--- config.mk ---
export PLATFORM = sky130hd
export DESIGN_NAME = phs_pci_handshake
export DESIGN_NICKNAME = d
export VERILOG_FILES = /design/src/hdl/phs_pkg.sv /design/src/hdl/phs_parity_unit.sv /design/src/hdl/phs_pci_handshake.sv
export SDC_FILE = /design/constraint.sdc
export NUM_CORES = 1
export LEC_CHECK = 0
export BUFFER_PORTS_ARGS = -buffer_cell sky130_fd_sc_hd__buf_2
export CAP_MARGIN = 20
export CORE_MARGIN = 4
export CORE_UTILIZATION = 45
export DETAILED_ROUTE_END_ITERATION = 12
export PLACE_DENSITY = 0.73
export SLEW_MARGIN = 20
export SYNTH_ARGS = -nofsm -noshare
export SYNTH_HDL_FRONTEND = slang
export SYNTH_SLANG_ARGS = --single-unit
--- constraint.sdc ---
create_clock -name ref_clk -period 2.1 [get_ports ref_clk]
set_input_delay 0.42 -clock ref_clk [delete_from_list [all_inputs] [get_ports ref_clk]]
set_output_delay 0.42 -clock ref_clk [all_outputs]
set_load 0.02 [all_outputs]
--- src/hdl/phs_pkg.sv ---
/*
 Package for the PCI handshake block: command codes, cycle counts,
 carrier structs and command decode helpers.
 Assumes one PCI clock and one synchronous bus reset for the whole block.
*/
// How it works
// - Target ready only with data ready
// - Data phase ends when both readies low
// - Target may stop; master honours stop
// - One lock owner; others get retried
// - Master never drives lock
// - Config access claimed only with select
// - Device select after own address decode
// - Interrupt A held while pending
// - Own request line to arbiter
// - Master starts only after grant
// - Parity error two clocks after phase
// - Parity error driven high one clock
// - System error on severe parity faults
// - Even parity one clock after phase
package phs_pkg;
	localparam logic [3:0] CMD_SPECIAL = 4'h1;
	localparam logic [3:0] CMD_MEM_RD = 4'h6;
	localparam logic [3:0] CMD_MEM_WR = 4'h7;
	localparam logic [3:0] CMD_MEM_RDM = 4'hc;
	localparam logic [3:0] CMD_MEM_RDL = 4'he;
	localparam logic [3:0] CMD_MEM_WRI = 4'hf;
	localparam logic [2:0] CFG_HI_BITS = 3'h5;
	localparam logic [1:0] CFG_TYPE0 = 2'h0;
	localparam logic [2:0] ABORT_CYC = 3'h5;
	localparam logic [31:0] ADDR_STEP = 32'h4;
	localparam logic [31:0] RST_WORD = 32'h0;

	typedef struct packed {
		logic [31:0] addr;
		logic [3:0] cmd;
		logic [3:0] be;
		logic [31:0] data;
	} phs_xfer_t;

	typedef struct packed {
		logic retry;
		logic abort;
		logic [31:0] rdata;
	} phs_mres_t;

	function automatic logic cmd_is_read(input logic [3:0] c);
		return !c[0];
	endfunction

	function automatic logic cmd_is_mem(input logic [3:0] c);
		return (c == CMD_MEM_RD) || (c == CMD_MEM_WR) || (c == CMD_MEM_RDM) ||
			(c == CMD_MEM_RDL) || (c == CMD_MEM_WRI);
	endfunction

	function automatic logic cmd_is_cfg(input logic [3:0] c);
		return c[3:1] == CFG_HI_BITS;
	endfunction
endpackage

--- src/hdl/phs_parity_unit.sv ---
/*
 Parity generation and checking for the PCI handshake block.
 Assumes ad_i and cbe_n_i show the resolved bus wires, including our own drive.
*/
`timescale 1ns/1ps
`default_nettype none
module phs_parity_unit (
	input wire logic ref_clk,
	input wire logic rst_b,
	input wire logic [31:0] ad_i,
	input wire logic [3:0] cbe_n_i,
	input wire logic par_i,
	input wire logic drv,
	input wire logic rx_data,
	input wire logic rx_sys,
	input wire logic fatal,
	output logic par_o,
	output logic par_oe,
	output logic perr_n_o,
	output logic perr_n_oe,
	output logic serr_n_oe
);
	logic par_r, par_oe_r, sum_r, chk_r, sys_r, perr_lo_r, perr_hi_r, serr_r;
	wire logic sum_w = ^{ad_i, cbe_n_i};
	wire logic bad_w = chk_r && (par_i != sum_r);
	wire logic perr_nxt = bad_w && !sys_r;

	always_ff @(posedge ref_clk) begin
		if (!rst_b) begin
			par_r <= 1'b0;
			par_oe_r <= 1'b0;
			sum_r <= 1'b0;
			chk_r <= 1'b0;
			sys_r <= 1'b0;
			perr_lo_r <= 1'b0;
			perr_hi_r <= 1'b0;
			serr_r <= 1'b0;
		end else begin
			par_r <= sum_w;
			par_oe_r <= drv;
			sum_r <= sum_w;
			chk_r <= rx_data || rx_sys;
			sys_r <= rx_sys;
			perr_lo_r <= perr_nxt;
			perr_hi_r <= perr_lo_r && !perr_nxt;
			serr_r <= (bad_w && sys_r) || fatal;
		end
	end

	assign par_o = par_r;
	assign par_oe = par_oe_r;
	assign perr_n_o = !perr_lo_r;
	assign perr_n_oe = perr_lo_r || perr_hi_r;
	assign serr_n_oe = serr_r;
endmodule
`default_nettype wire

--- src/hdl/phs_pci_handshake.sv ---
/*
 PCI target and master handshake: claims cycles, forms wait states, retries
 locked access, requests the bus, runs single-word master cycles.
 Assumes bus wires are resolved outside and all pins are on ref_clk.
*/
`timescale 1ns/1ps
`default_nettype none
module phs_pci_handshake #(
	parameter logic [31:0] BAR_BASE = 32'h8000_0000,
	parameter logic [31:0] BAR_MASK = 32'hffff_f000
) (
	input wire logic ref_clk,
	input wire logic rst_b,
	input wire logic [31:0] ad_i,
	output logic [31:0] ad_o,
	output logic ad_oe,
	input wire logic [3:0] cbe_n_i,
	output logic [3:0] cbe_n_o,
	output logic cbe_n_oe,
	input wire logic par_i,
	output logic par_o,
	output logic par_oe,
	input wire logic frame_n_i,
	output logic frame_n_o,
	output logic frame_n_oe,
	input wire logic irdy_n_i,
	output logic irdy_n_o,
	output logic irdy_n_oe,
	input wire logic trdy_n_i,
	output logic trdy_n_o,
	output logic trdy_n_oe,
	input wire logic stop_n_i,
	output logic stop_n_o,
	output logic stop_n_oe,
	input wire logic devsel_n_i,
	output logic devsel_n_o,
	output logic devsel_n_oe,
	input wire logic lock_n_i,
	input wire logic idsel_i,
	output logic perr_n_o,
	output logic perr_n_oe,
	output logic serr_n_o,
	output logic serr_n_oe,
	output logic inta_n_o,
	output logic inta_n_oe,
	output logic req_n,
	input wire logic gnt_n,
	input wire logic [31:0] tgt_rdata,
	input wire logic tgt_ready,
	input wire logic tgt_stop,
	output logic tgt_xfer,
	output phs_pkg::phs_xfer_t tgt_info,
	input wire logic irq_pending,
	input wire logic fatal_err,
	input wire logic mst_start,
	input wire phs_pkg::phs_xfer_t mst_req,
	output logic mst_busy,
	output logic mst_done,
	output phs_pkg::phs_mres_t mst_res
);
	typedef enum logic [3:0] {
		T_IDLE = 4'b0001,
		T_DATA = 4'b0010,
		T_SPC = 4'b0100,
		T_TURN = 4'b1000
	} phs_tst_t;
	typedef enum logic [4:0] {
		M_IDLE = 5'b00001,
		M_REQ = 5'b00010,
		M_ADDR = 5'b00100,
		M_DATA = 5'b01000,
		M_TURN = 5'b10000
	} phs_mst_t;

	phs_tst_t t_st_r, t_nxt;
	phs_mst_t m_st_r, m_nxt;
	logic frame_q_r, trdy_r, stop_r, retry_r, lk_first_r, locked_r, tad_oe_r, int_r;
	logic [31:0] addr_r, tad_r;
	logic [3:0] cmd_r;
	logic [2:0] m_cnt_r;
	logic tgt_xfer_r, mdone_r;
	phs_pkg::phs_xfer_t tinfo_r, mreq_r;
	phs_pkg::phs_mres_t mres_r;

	// Own address phases are not decoded, so the block never claims itself
	wire logic addr_ph = !frame_n_i && frame_q_r && (m_st_r != M_ADDR);
	wire logic cfg_hit = phs_pkg::cmd_is_cfg(cbe_n_i) && idsel_i &&
		(ad_i[1:0] == phs_pkg::CFG_TYPE0);
	wire logic mem_hit = phs_pkg::cmd_is_mem(cbe_n_i) && ((ad_i & BAR_MASK) == BAR_BASE);
	wire logic tgt_hit = addr_ph && (cfg_hit || mem_hit);
	wire logic spc_ph = addr_ph && (cbe_n_i == phs_pkg::CMD_SPECIAL);
	wire logic in_data = t_st_r == T_DATA;
	wire logic rd = phs_pkg::cmd_is_read(cmd_r);
	wire logic dphase_done = trdy_r && !irdy_n_i;
	wire logic end_now = frame_n_i && (irdy_n_i || dphase_done || stop_r);
	wire logic trdy_hold = trdy_r && irdy_n_i;
	// Reads wait for the turnaround so target ready never precedes data
	wire logic trdy_new = !retry_r && tgt_ready && (!rd || tad_oe_r) &&
		!(stop_r && dphase_done);
	wire logic trdy_nxt = in_data && !end_now && (trdy_hold || trdy_new);
	wire logic stop_nxt = in_data && !end_now && (retry_r || tgt_stop || stop_r);
	wire logic lock_set = dphase_done && lk_first_r && !lock_n_i;
	wire logic lock_clr = frame_n_i && lock_n_i && (t_st_r == T_IDLE);
	wire logic m_rd = phs_pkg::cmd_is_read(mreq_r.cmd);
	wire logic m_end = !trdy_n_i || !stop_n_i ||
		((m_cnt_r == phs_pkg::ABORT_CYC) && devsel_n_i);
	wire logic m_rx = (m_st_r == M_DATA) && !trdy_n_i && m_rd;
	wire logic t_rx = in_data && dphase_done && !rd;
	wire logic s_rx = (t_st_r == T_SPC) && !irdy_n_i;
	wire logic m_ad_oe = (m_st_r == M_ADDR) || ((m_st_r == M_DATA) && !m_rd);

	always_comb begin
		t_nxt = t_st_r;
		unique case (t_st_r)
			T_IDLE: begin
				if (tgt_hit) begin
					t_nxt = T_DATA;
				end else if (spc_ph) begin
					t_nxt = T_SPC;
				end
			end
			T_DATA: begin
				if (end_now) begin
					t_nxt = T_TURN;
				end
			end
			T_SPC: begin
				if (frame_n_i && irdy_n_i) begin
					t_nxt = T_IDLE;
				end
			end
			T_TURN: t_nxt = T_IDLE;
			default: t_nxt = T_IDLE;
		endcase
	end

	always_comb begin
		m_nxt = m_st_r;
		unique case (m_st_r)
			M_IDLE: begin
				if (mst_start) begin
					m_nxt = M_REQ;
				end
			end
			M_REQ: begin
				if (!gnt_n && frame_n_i && irdy_n_i) begin
					m_nxt = M_ADDR;
				end
			end
			M_ADDR: m_nxt = M_DATA;
			M_DATA: begin
				if (m_end) begin
					m_nxt = M_TURN;
				end
			end
			M_TURN: m_nxt = M_IDLE;
			default: m_nxt = M_IDLE;
		endcase
	end

	always_ff @(posedge ref_clk) begin
		if (!rst_b) begin
			t_st_r <= T_IDLE;
			m_st_r <= M_IDLE;
			frame_q_r <= 1'b1;
			trdy_r <= 1'b0;
			stop_r <= 1'b0;
			tad_oe_r <= 1'b0;
			int_r <= 1'b0;
		end else begin
			t_st_r <= t_nxt;
			m_st_r <= m_nxt;
			frame_q_r <= frame_n_i;
			trdy_r <= trdy_nxt;
			stop_r <= stop_nxt;
			tad_oe_r <= in_data && rd && !end_now;
			int_r <= irq_pending;
		end
	end

	always_ff @(posedge ref_clk) begin
		if (!rst_b) begin
			addr_r <= phs_pkg::RST_WORD;
			cmd_r <= phs_pkg::CMD_SPECIAL;
			retry_r <= 1'b0;
			lk_first_r <= 1'b0;
			locked_r <= 1'b0;
		end else begin
			if (tgt_hit && (t_st_r == T_IDLE)) begin
				addr_r <= ad_i;
				cmd_r <= cbe_n_i;
				retry_r <= locked_r && !lock_n_i;
				lk_first_r <= lock_n_i;
			end else if (dphase_done) begin
				addr_r <= addr_r + phs_pkg::ADDR_STEP;
			end
			// A new lock taken in the same cycle as a release still holds
			locked_r <= lock_set || (locked_r && !lock_clr);
		end
	end

	always_ff @(posedge ref_clk) begin
		if (!rst_b) begin
			tad_r <= phs_pkg::RST_WORD;
			tgt_xfer_r <= 1'b0;
			tinfo_r <= '0;
		end else begin
			if (trdy_nxt && !trdy_hold) begin
				tad_r <= tgt_rdata;
			end
			tgt_xfer_r <= in_data && dphase_done;
			if (in_data && dphase_done) begin
				tinfo_r <= {addr_r, cmd_r, ~cbe_n_i, rd ? tad_r : ad_i};
			end
		end
	end

	always_ff @(posedge ref_clk) begin
		if (!rst_b) begin
			mreq_r <= '0;
			m_cnt_r <= 3'h0;
			mdone_r <= 1'b0;
			mres_r <= '0;
		end else begin
			if ((m_st_r == M_IDLE) && mst_start) begin
				mreq_r <= mst_req;
			end
			if (m_st_r == M_DATA) begin
				m_cnt_r <= m_cnt_r + 3'h1;
			end else begin
				m_cnt_r <= 3'h0;
			end
			mdone_r <= (m_st_r == M_DATA) && m_end;
			if ((m_st_r == M_DATA) && m_end) begin
				mres_r.retry <= trdy_n_i && !stop_n_i;
				mres_r.abort <= trdy_n_i && stop_n_i;
				mres_r.rdata <= ad_i;
			end
		end
	end

	// Lock is only ever sampled; the block has no way to drive it
	assign req_n = m_st_r != M_REQ;
	assign frame_n_o = m_st_r != M_ADDR;
	assign frame_n_oe = (m_st_r == M_ADDR) || (m_st_r == M_DATA);
	assign irdy_n_o = m_st_r != M_DATA;
	assign irdy_n_oe = (m_st_r == M_DATA) || (m_st_r == M_TURN);
	assign cbe_n_o = (m_st_r == M_ADDR) ? mreq_r.cmd : ~mreq_r.be;
	assign cbe_n_oe = frame_n_oe;
	assign ad_o = (m_st_r == M_ADDR) ? mreq_r.addr : (m_ad_oe ? mreq_r.data : tad_r);
	assign ad_oe = m_ad_oe || tad_oe_r;
	assign devsel_n_o = !in_data;
	assign trdy_n_o = !trdy_r;
	assign stop_n_o = !stop_r;
	assign devsel_n_oe = in_data || (t_st_r == T_TURN);
	assign trdy_n_oe = devsel_n_oe;
	assign stop_n_oe = devsel_n_oe;
	assign inta_n_o = 1'b0;
	assign inta_n_oe = int_r;
	assign serr_n_o = 1'b0;
	assign tgt_xfer = tgt_xfer_r;
	assign tgt_info = tinfo_r;
	assign mst_busy = m_st_r != M_IDLE;
	assign mst_done = mdone_r;
	assign mst_res = mres_r;

	phs_parity_unit u_par (
		.ref_clk(ref_clk),
		.rst_b(rst_b),
		.ad_i(ad_i),
		.cbe_n_i(cbe_n_i),
		.par_i(par_i),
		.drv(ad_oe),
		.rx_data(t_rx || m_rx),
		.rx_sys(addr_ph || s_rx),
		.fatal(fatal_err),
		.par_o(par_o),
		.par_oe(par_oe),
		.perr_n_o(perr_n_o),
		.perr_n_oe(perr_n_oe),
		.serr_n_oe(serr_n_oe)
	);
endmodule
`default_nettype wire

### Word-level counts from Yosys, hierarchy flattened

Cells that the tools add are included.

* output and inout bits: 166
* register bits after elaboration: 275
* bits of input ports: 156

* add/subtract/negate cells: 2
* reductions and logical operators: 94
* bitwise logic cells: 2
* mux-type cells: 15
* eq/ne operators: 29

Operators with widths (number)
* 32-bit 2-to-1 mux: 5
* 1-bit logical AND: 45
* 36-bit XOR reduction: 1
* 32-bit by 3-bit adder with 32-bit output, second input constant: 1
* 1-bit logical OR: 24
* 20-bit == test, second input constant: 1
* 4-bit 2-to-1 mux: 5
* 5-bit case mux with 4 select lines: 1
* 1-bit zero test: 19
* 4-bit == test, second input constant: 4
* 5-bit 2-to-1 mux: 3
* 4-bit by 3-bit == test with 1-bit output, second input constant: 3
* 4-bit case mux with 3 select lines: 1
* 4-bit by 1-bit == test with 1-bit output, second input constant: 2
* 4-bit NOT: 2
* 3-bit == test, second input constant: 2
* 2-bit inequality test, second input constant: 3
* 3-bit AND reduction: 2
* 5-bit by 1-bit == test with 1-bit output, second input constant: 1
* 5-bit by 2-bit == test with 1-bit output, second input constant: 1
* 5-bit by 3-bit == test with 1-bit output, second input constant: 1
* 5-bit by 4-bit == test with 1-bit output, second input constant: 1
* 5-bit == test, second input constant: 1
* 5-bit by 1-bit inequality test with 1-bit output, second input constant: 1
* 11 further kinds: 12

### Logic depth before layout (Yosys ltp)

* depth in word-level cells: 10
* mapped depth: 9

### Modules after synthesis

From an unflattened synthesis, not the netlist that was laid out.

* cells, all modules: 1399
* area total of the unflattened synthesis: 11693.7 um2

Modules (own cells, without submodules)
* phs_pci_handshake: instances 1, seq. area each 5365.1 um2, area each 11155.7 um2, cells each 1343
* phs_parity_unit: instances 1, seq. area each 140.1 um2, area each 538.0 um2, cells each 56

### Worst setup path before layout

Ideal clock, no wire load.

* path kind: reg-to-output
* from: register m_st_r[4]
* to: output port ad_o[22]
* path slack: -0.254 ns
* data arrival time: 1.934 ns
* stages on the path, launching flop included: 7
* path buffers: 3
* cells stage by stage: dfxtp_1 > or3_1 > or3b_1 > buf_2 > buf_2 > buf_2 > a21oi_1

* longest elaborated chain between the ends: 5

RTL lines
* start, declared: line phs_pci_handshake.sv:76 `phs_mst_t m_st_r, m_nxt;`
* start signal, assigned: line phs_pci_handshake.sv:172 `m_st_r <= m_nxt;`
* 5-bit by 4-bit == test with 1-bit output: line phs_pci_handshake.sv:110 `wire logic m_ad_oe = (m_st_r == M_ADDR) || ((m_st_r == M_DATA) && !m_rd);`
* 1-bit logical AND: line phs_pci_handshake.sv:110
* 1-bit logical OR: line phs_pci_handshake.sv:110
* 32-bit 2-to-1 mux: line phs_pci_handshake.sv:250 `assign ad_o = (m_st_r == M_ADDR) ? mreq_r.addr : (m_ad_oe ? mreq_r.data : tad_r);`
* 32-bit 2-to-1 mux *: line phs_pci_handshake.sv:250
* end, declared: line phs_pci_handshake.sv:15 `output logic [31:0] ad_o,`

Every way passes the cells marked *; elsewhere a longest branch is shown, timed or not.

### Worst setup path after layout

* from: register m_st_r[0]
* to: output port ad_o[7]

The elaborated chain is that of the path after synthesis.

==> impl_summary.md <==
Setup path
The type of element capturing the critical path is an output port. The largest incremental delay on the critical path is 0.45 ns. The worst setup path is launched from a flop.

Data on the critical path is required at its endpoint by 1.68 ns. The path type of the worst setup path is reg -> out. On the critical path, the stage with the largest delay is an instance of sky130_fd_sc_hd__or3b_4.

Traced cell by cell, the critical path runs through or3_4 -> or3b_4 -> buf_16 -> nor2_1 -> a21oi_4 -> buf_2. In this run the worst path has a maximum fanout of 19. For the worst setup path, the data arrival time is roughly 2.3 ns.

Final layout
The fraction of layout instances using a drive strength above 1 is between 30% and 40%. The area overhead of the layout relative to synthesis is 39.2%. The net count of the finished layout is 1,920.

GRT
The initial antenna violation count is 2. The first-pass GRT wire length is a little under 60,000 um. Summed over all layers, the global routing overflow is 0.

The global routing usage summed across all routing layers is about 25%. The largest net degree at the start of global routing is 98. The via count of the first global-routing pass was 10,800.

Die
The die is ~170 um wide. The initial cell density of the core is approximately 46%. The floorplan die height is 171 um. The number of I/O pins is between 300 and 400.

The core area is 26,100 sq um. The area enclosed by the die boundary is 29,200 sq um. In this run the core area contains a little under 60 standard-cell rows.

Outcome
The flow ran to the end, but the final reports show violations. The final reports fail on negative setup slack.

STA
Setup repair after global routing could not meet its margin everywhere. The final count of hold timing violations was 0. The number of pins exceeding their max-slew limit in the final report is 0. Timing would allow up to ~360 MHz. The relative slew slack is a little under three fifths. Hold is met by roughly 0.052 ns. The setup clock skew after layout is roughly 0.0080 ns. After layout, the worst path uses 131% of the clock period. Across all setup checks in the final design, the least slack found is -0.652 ns. The minimum period implied by the final worst setup slack is approximately 2.8 ns. Setup violations remaining at the end of the flow were counted as around 80. The transition time of the tightest slew-check pin is ~0.66 ns.

CTS
TritonCTS built the clock tree. The clock reaches the later pin of the worst-skew pair after 0.55 ns. The number of levels in the clock H-tree is 1. Buffers inserted during clock tree synthesis total 30. The clock sink count is 275. The clock-pin slew of the registers on the worst-case setup and hold paths is approximately 0.060 ns. The cell sitting at the root of the clock tree is a sky130_fd_sc_hd__clkbuf_16.

The maximum buffer depth of the clock tree is 3.

Run
The count of maximum capacitance violations is 0.

Synth
The synthesized instance count is between 1,000 and 1,500. For this run, the leading register cell type out of synthesis is sky130_fd_sc_hd__dfxtp_1. The share of the Yosys chip area taken by registers is between 40% and 50%. The share of synthesized registers carrying an async set or reset is 0%. The count of synthesis-stage warnings from yosys is 0.

In this run the cell area of the synthesized design comes to about 12,000 sq um. The distinct cell type count after synthesis is 56. The register bit count reported by yosys is between 200 and 300.

Ranked by total cell area, the synthesized netlist is headed by sky130_fd_sc_hd__dfxtp_1, sky130_fd_sc_hd__mux2i_1, sky130_fd_sc_hd__nand2_1, sky130_fd_sc_hd__a21oi_1, sky130_fd_sc_hd__nor2_1. The dominant cell type by area after synthesis is sky130_fd_sc_hd__dfxtp_1. The proportion of netlist area held by the largest area contributor is approximately 46%.

The average cell area after synthesis is approximately 8.6 sq um. The synthesized design contains 0 enable-type register cells.

Route
The number of DRC markers after the initial detailed-route iteration is 573. For this block, the via count after detailed routing is approximately 11,000. The iteration count of the initial detailed-routing pass is 7. The count of nets left with antenna violations once routing finished came out at 0. For this block, the routed nets add up to between 30,000 and 40,000 um of wire. The routed wirelength normalized by instance count is about 18 um. After detailed routing, the number of remaining DRC violations is 0. The via count normalized by instance count is between 5 and 6.

Placed design
The global placement routability congestion is roughly 0.87. Before CTS, the worst setup slack after placement is -0.317 ns. Detailed placement finished with a half-perimeter wire length of between 20,000 and 30,000 um. The number of input and output port buffers inserted is ~320.

Power and ir drop
Across the VDD grid, the largest voltage drop is 647 uV. The static leakage is approximately 7.6 nW. The power density over the cells is 708 nW/um^2.

Min path
The class of the worst hold path is in -> reg.
==> Yosys cell counts (all sizes together) (2+ instances only) <==
cell type	number
dfxtp	275
nand2	242
nor2	178
a21oi	171
mux2i	138
clkbuf	57
a211oi	47
buf	43
xnor2	42
inv	38
ha	21
o21ai	21
nor3	17
nand4	12
xor2	11
nand3	10
and3	6
nor4	6
and4	4
a31oi	3
and2	3
nor2b	3
and4b	2
nand2b	2
nand3b	2
nor3b	2
nor4b	2
o211ai	2
o21a	2
o31ai	2
or2	2
or3	2
or3b	2
==> power breakdown <==
group	total, mW	internal (mW)	switching [mW]	leakage, nW
logic	1.09	0.501	0.594	4.89
registers	5.41	5.33	0.0810	2.23
clock network	5.25	3.13	2.12	0.482
==> final timing paths <==
path | start | endpoint | slack, ns | cells past startpoint
worst max-delay path | m_st_r[0] | ad_o[7] | -0.65 | 6
worst min-delay path | gnt_n | m_st_r[2] | 0.05 | 2
worst max register to register | m_st_r[0] | addr_r[18] | -0.17 | 9
worst min register to register | tgt_info[58] | tgt_info[58] | 0.45 | 2
==> per-stage QoR <==
stage | area, sq um | total power [mW] | TNS [ns] | std cells | utilization, %
floorplan | 12400 | 6.07 | -0.0524 | 1380 | -
global placement | 14700 | 6.55 | -9.89 | 2017 | 56.3
detailed placement | 14700 | 6.57 | -12.17 | 2017 | 56.3
CTS | 16300 | 11.8 | -25.03 | 2084 | 62.4
global route | 16600 | 12.2 | -32.49 | 2102 | 63.7
finish | 16600 | 11.8 | -28.15 | 2102 | 63.7
==> cells by family after synthesis <==
| kind of cell | after synthesis | share of synthesized area, % |
|---|---|---|
| and+or+nand+nor | 499 | 18.0 |
| DFF | 275 | 46.2 |
| AOI/OAI and AO/OA | 253 | 12.5 |
| muxes | 138 | 11.6 |
| buffers and inverters | 138 | 5.44 |
| xor gates and xnor gates | 54 | 4.08 |
| adders and majority gates | 21 | 2.20 |
| other | 1 | 0.0314 |
==> state kept, by name, indices dropped and copies added (netlist names), 3 cells and up <==
name / flops
mst_res: 34
addr_r: 32
tgt_info: 72
m_st_r: 5
cmd_r: 4
tad_r: 32
m_cnt_r: 3
t_st_r: 4
mreq_r: 72
==> per-layer routing <==
layer  up-vias  global-route usage (%)  wire (um)
li1       5381                       -          -
met1      5148                    31.3      15500
met2       384                    42.0      18700
met3        95                    5.59       2840
met4         0                    9.27       1610
met5         -                       0          0
==> critical path: cells and delay by family (launching register included) <==
| kind | cells | cell delay [ns] |
|---|---|---|
| AOI/OAI and AO/OA | 1 | 0.06 |
| DFF | 1 | 0.33 |
| and+or+nand+nor | 3 | 1.04 |
| buffers and inverters | 2 | 0.34 |
==> layout by cell type (no fill, tap or decap), types with 4 or more instances in the layout <==
master	instances
sky130_fd_sc_hd__o21ai_1	9
sky130_fd_sc_hd__nor3_1	14
sky130_fd_sc_hd__a211oi_2	9
sky130_fd_sc_hd__clkbuf_1	8
sky130_fd_sc_hd__nor2_4	16
sky130_fd_sc_hd__dfxtp_1	268
sky130_fd_sc_hd__a21oi_1	132
sky130_fd_sc_hd__inv_1	34
sky130_fd_sc_hd__buf_2	286
sky130_fd_sc_hd__nand2_1	238
sky130_fd_sc_hd__and4_1	4
sky130_fd_sc_hd__buf_16	5
sky130_fd_sc_hd__o21ai_2	4
sky130_fd_sc_hd__nand4_1	12
sky130_fd_sc_hd__a21oi_4	36
sky130_fd_sc_hd__xnor2_1	42
sky130_fd_sc_hd__dfxtp_2	7
sky130_fd_sc_hd__nor4_1	4
sky130_fd_sc_hd__buf_6	42
sky130_fd_sc_hd__buf_12	17
sky130_fd_sc_hd__nor2_2	18
sky130_fd_sc_hd__and3_1	5
sky130_fd_sc_hd__ha_1	21
sky130_fd_sc_hd__a211oi_1	38
sky130_fd_sc_hd__o21ai_0	8
sky130_fd_sc_hd__xor2_1	11
sky130_fd_sc_hd__buf_4	72
sky130_fd_sc_hd__nor2_1	144
sky130_fd_sc_hd__nand3_1	10
sky130_fd_sc_hd__mux2i_1	136
sky130_fd_sc_hd__clkbuf_8	9
sky130_fd_sc_hd__clkbuf_16	36
==> final cells by class <==
cell class	count	area, sq um
inverter	38	154
timing repair buffer	430	3090
fill	2149	9460
clock inverter	6	60.1
clock buffer	48	930
sequential	275	5510
multi-input combinational	968	6430
tap	335	419
antenna	2	5.00
==> timing repair <==
item	4_1_cts	5_1_grt
gates cloned	6	5
endpoints found under the hold margin	0	0
pin swaps	1	13
resized for setup	113	49
hold buffers	0	0
buffers inserted	8	12
setup endpoints to repair	78	54
Power figures use the tool's default switching activity.
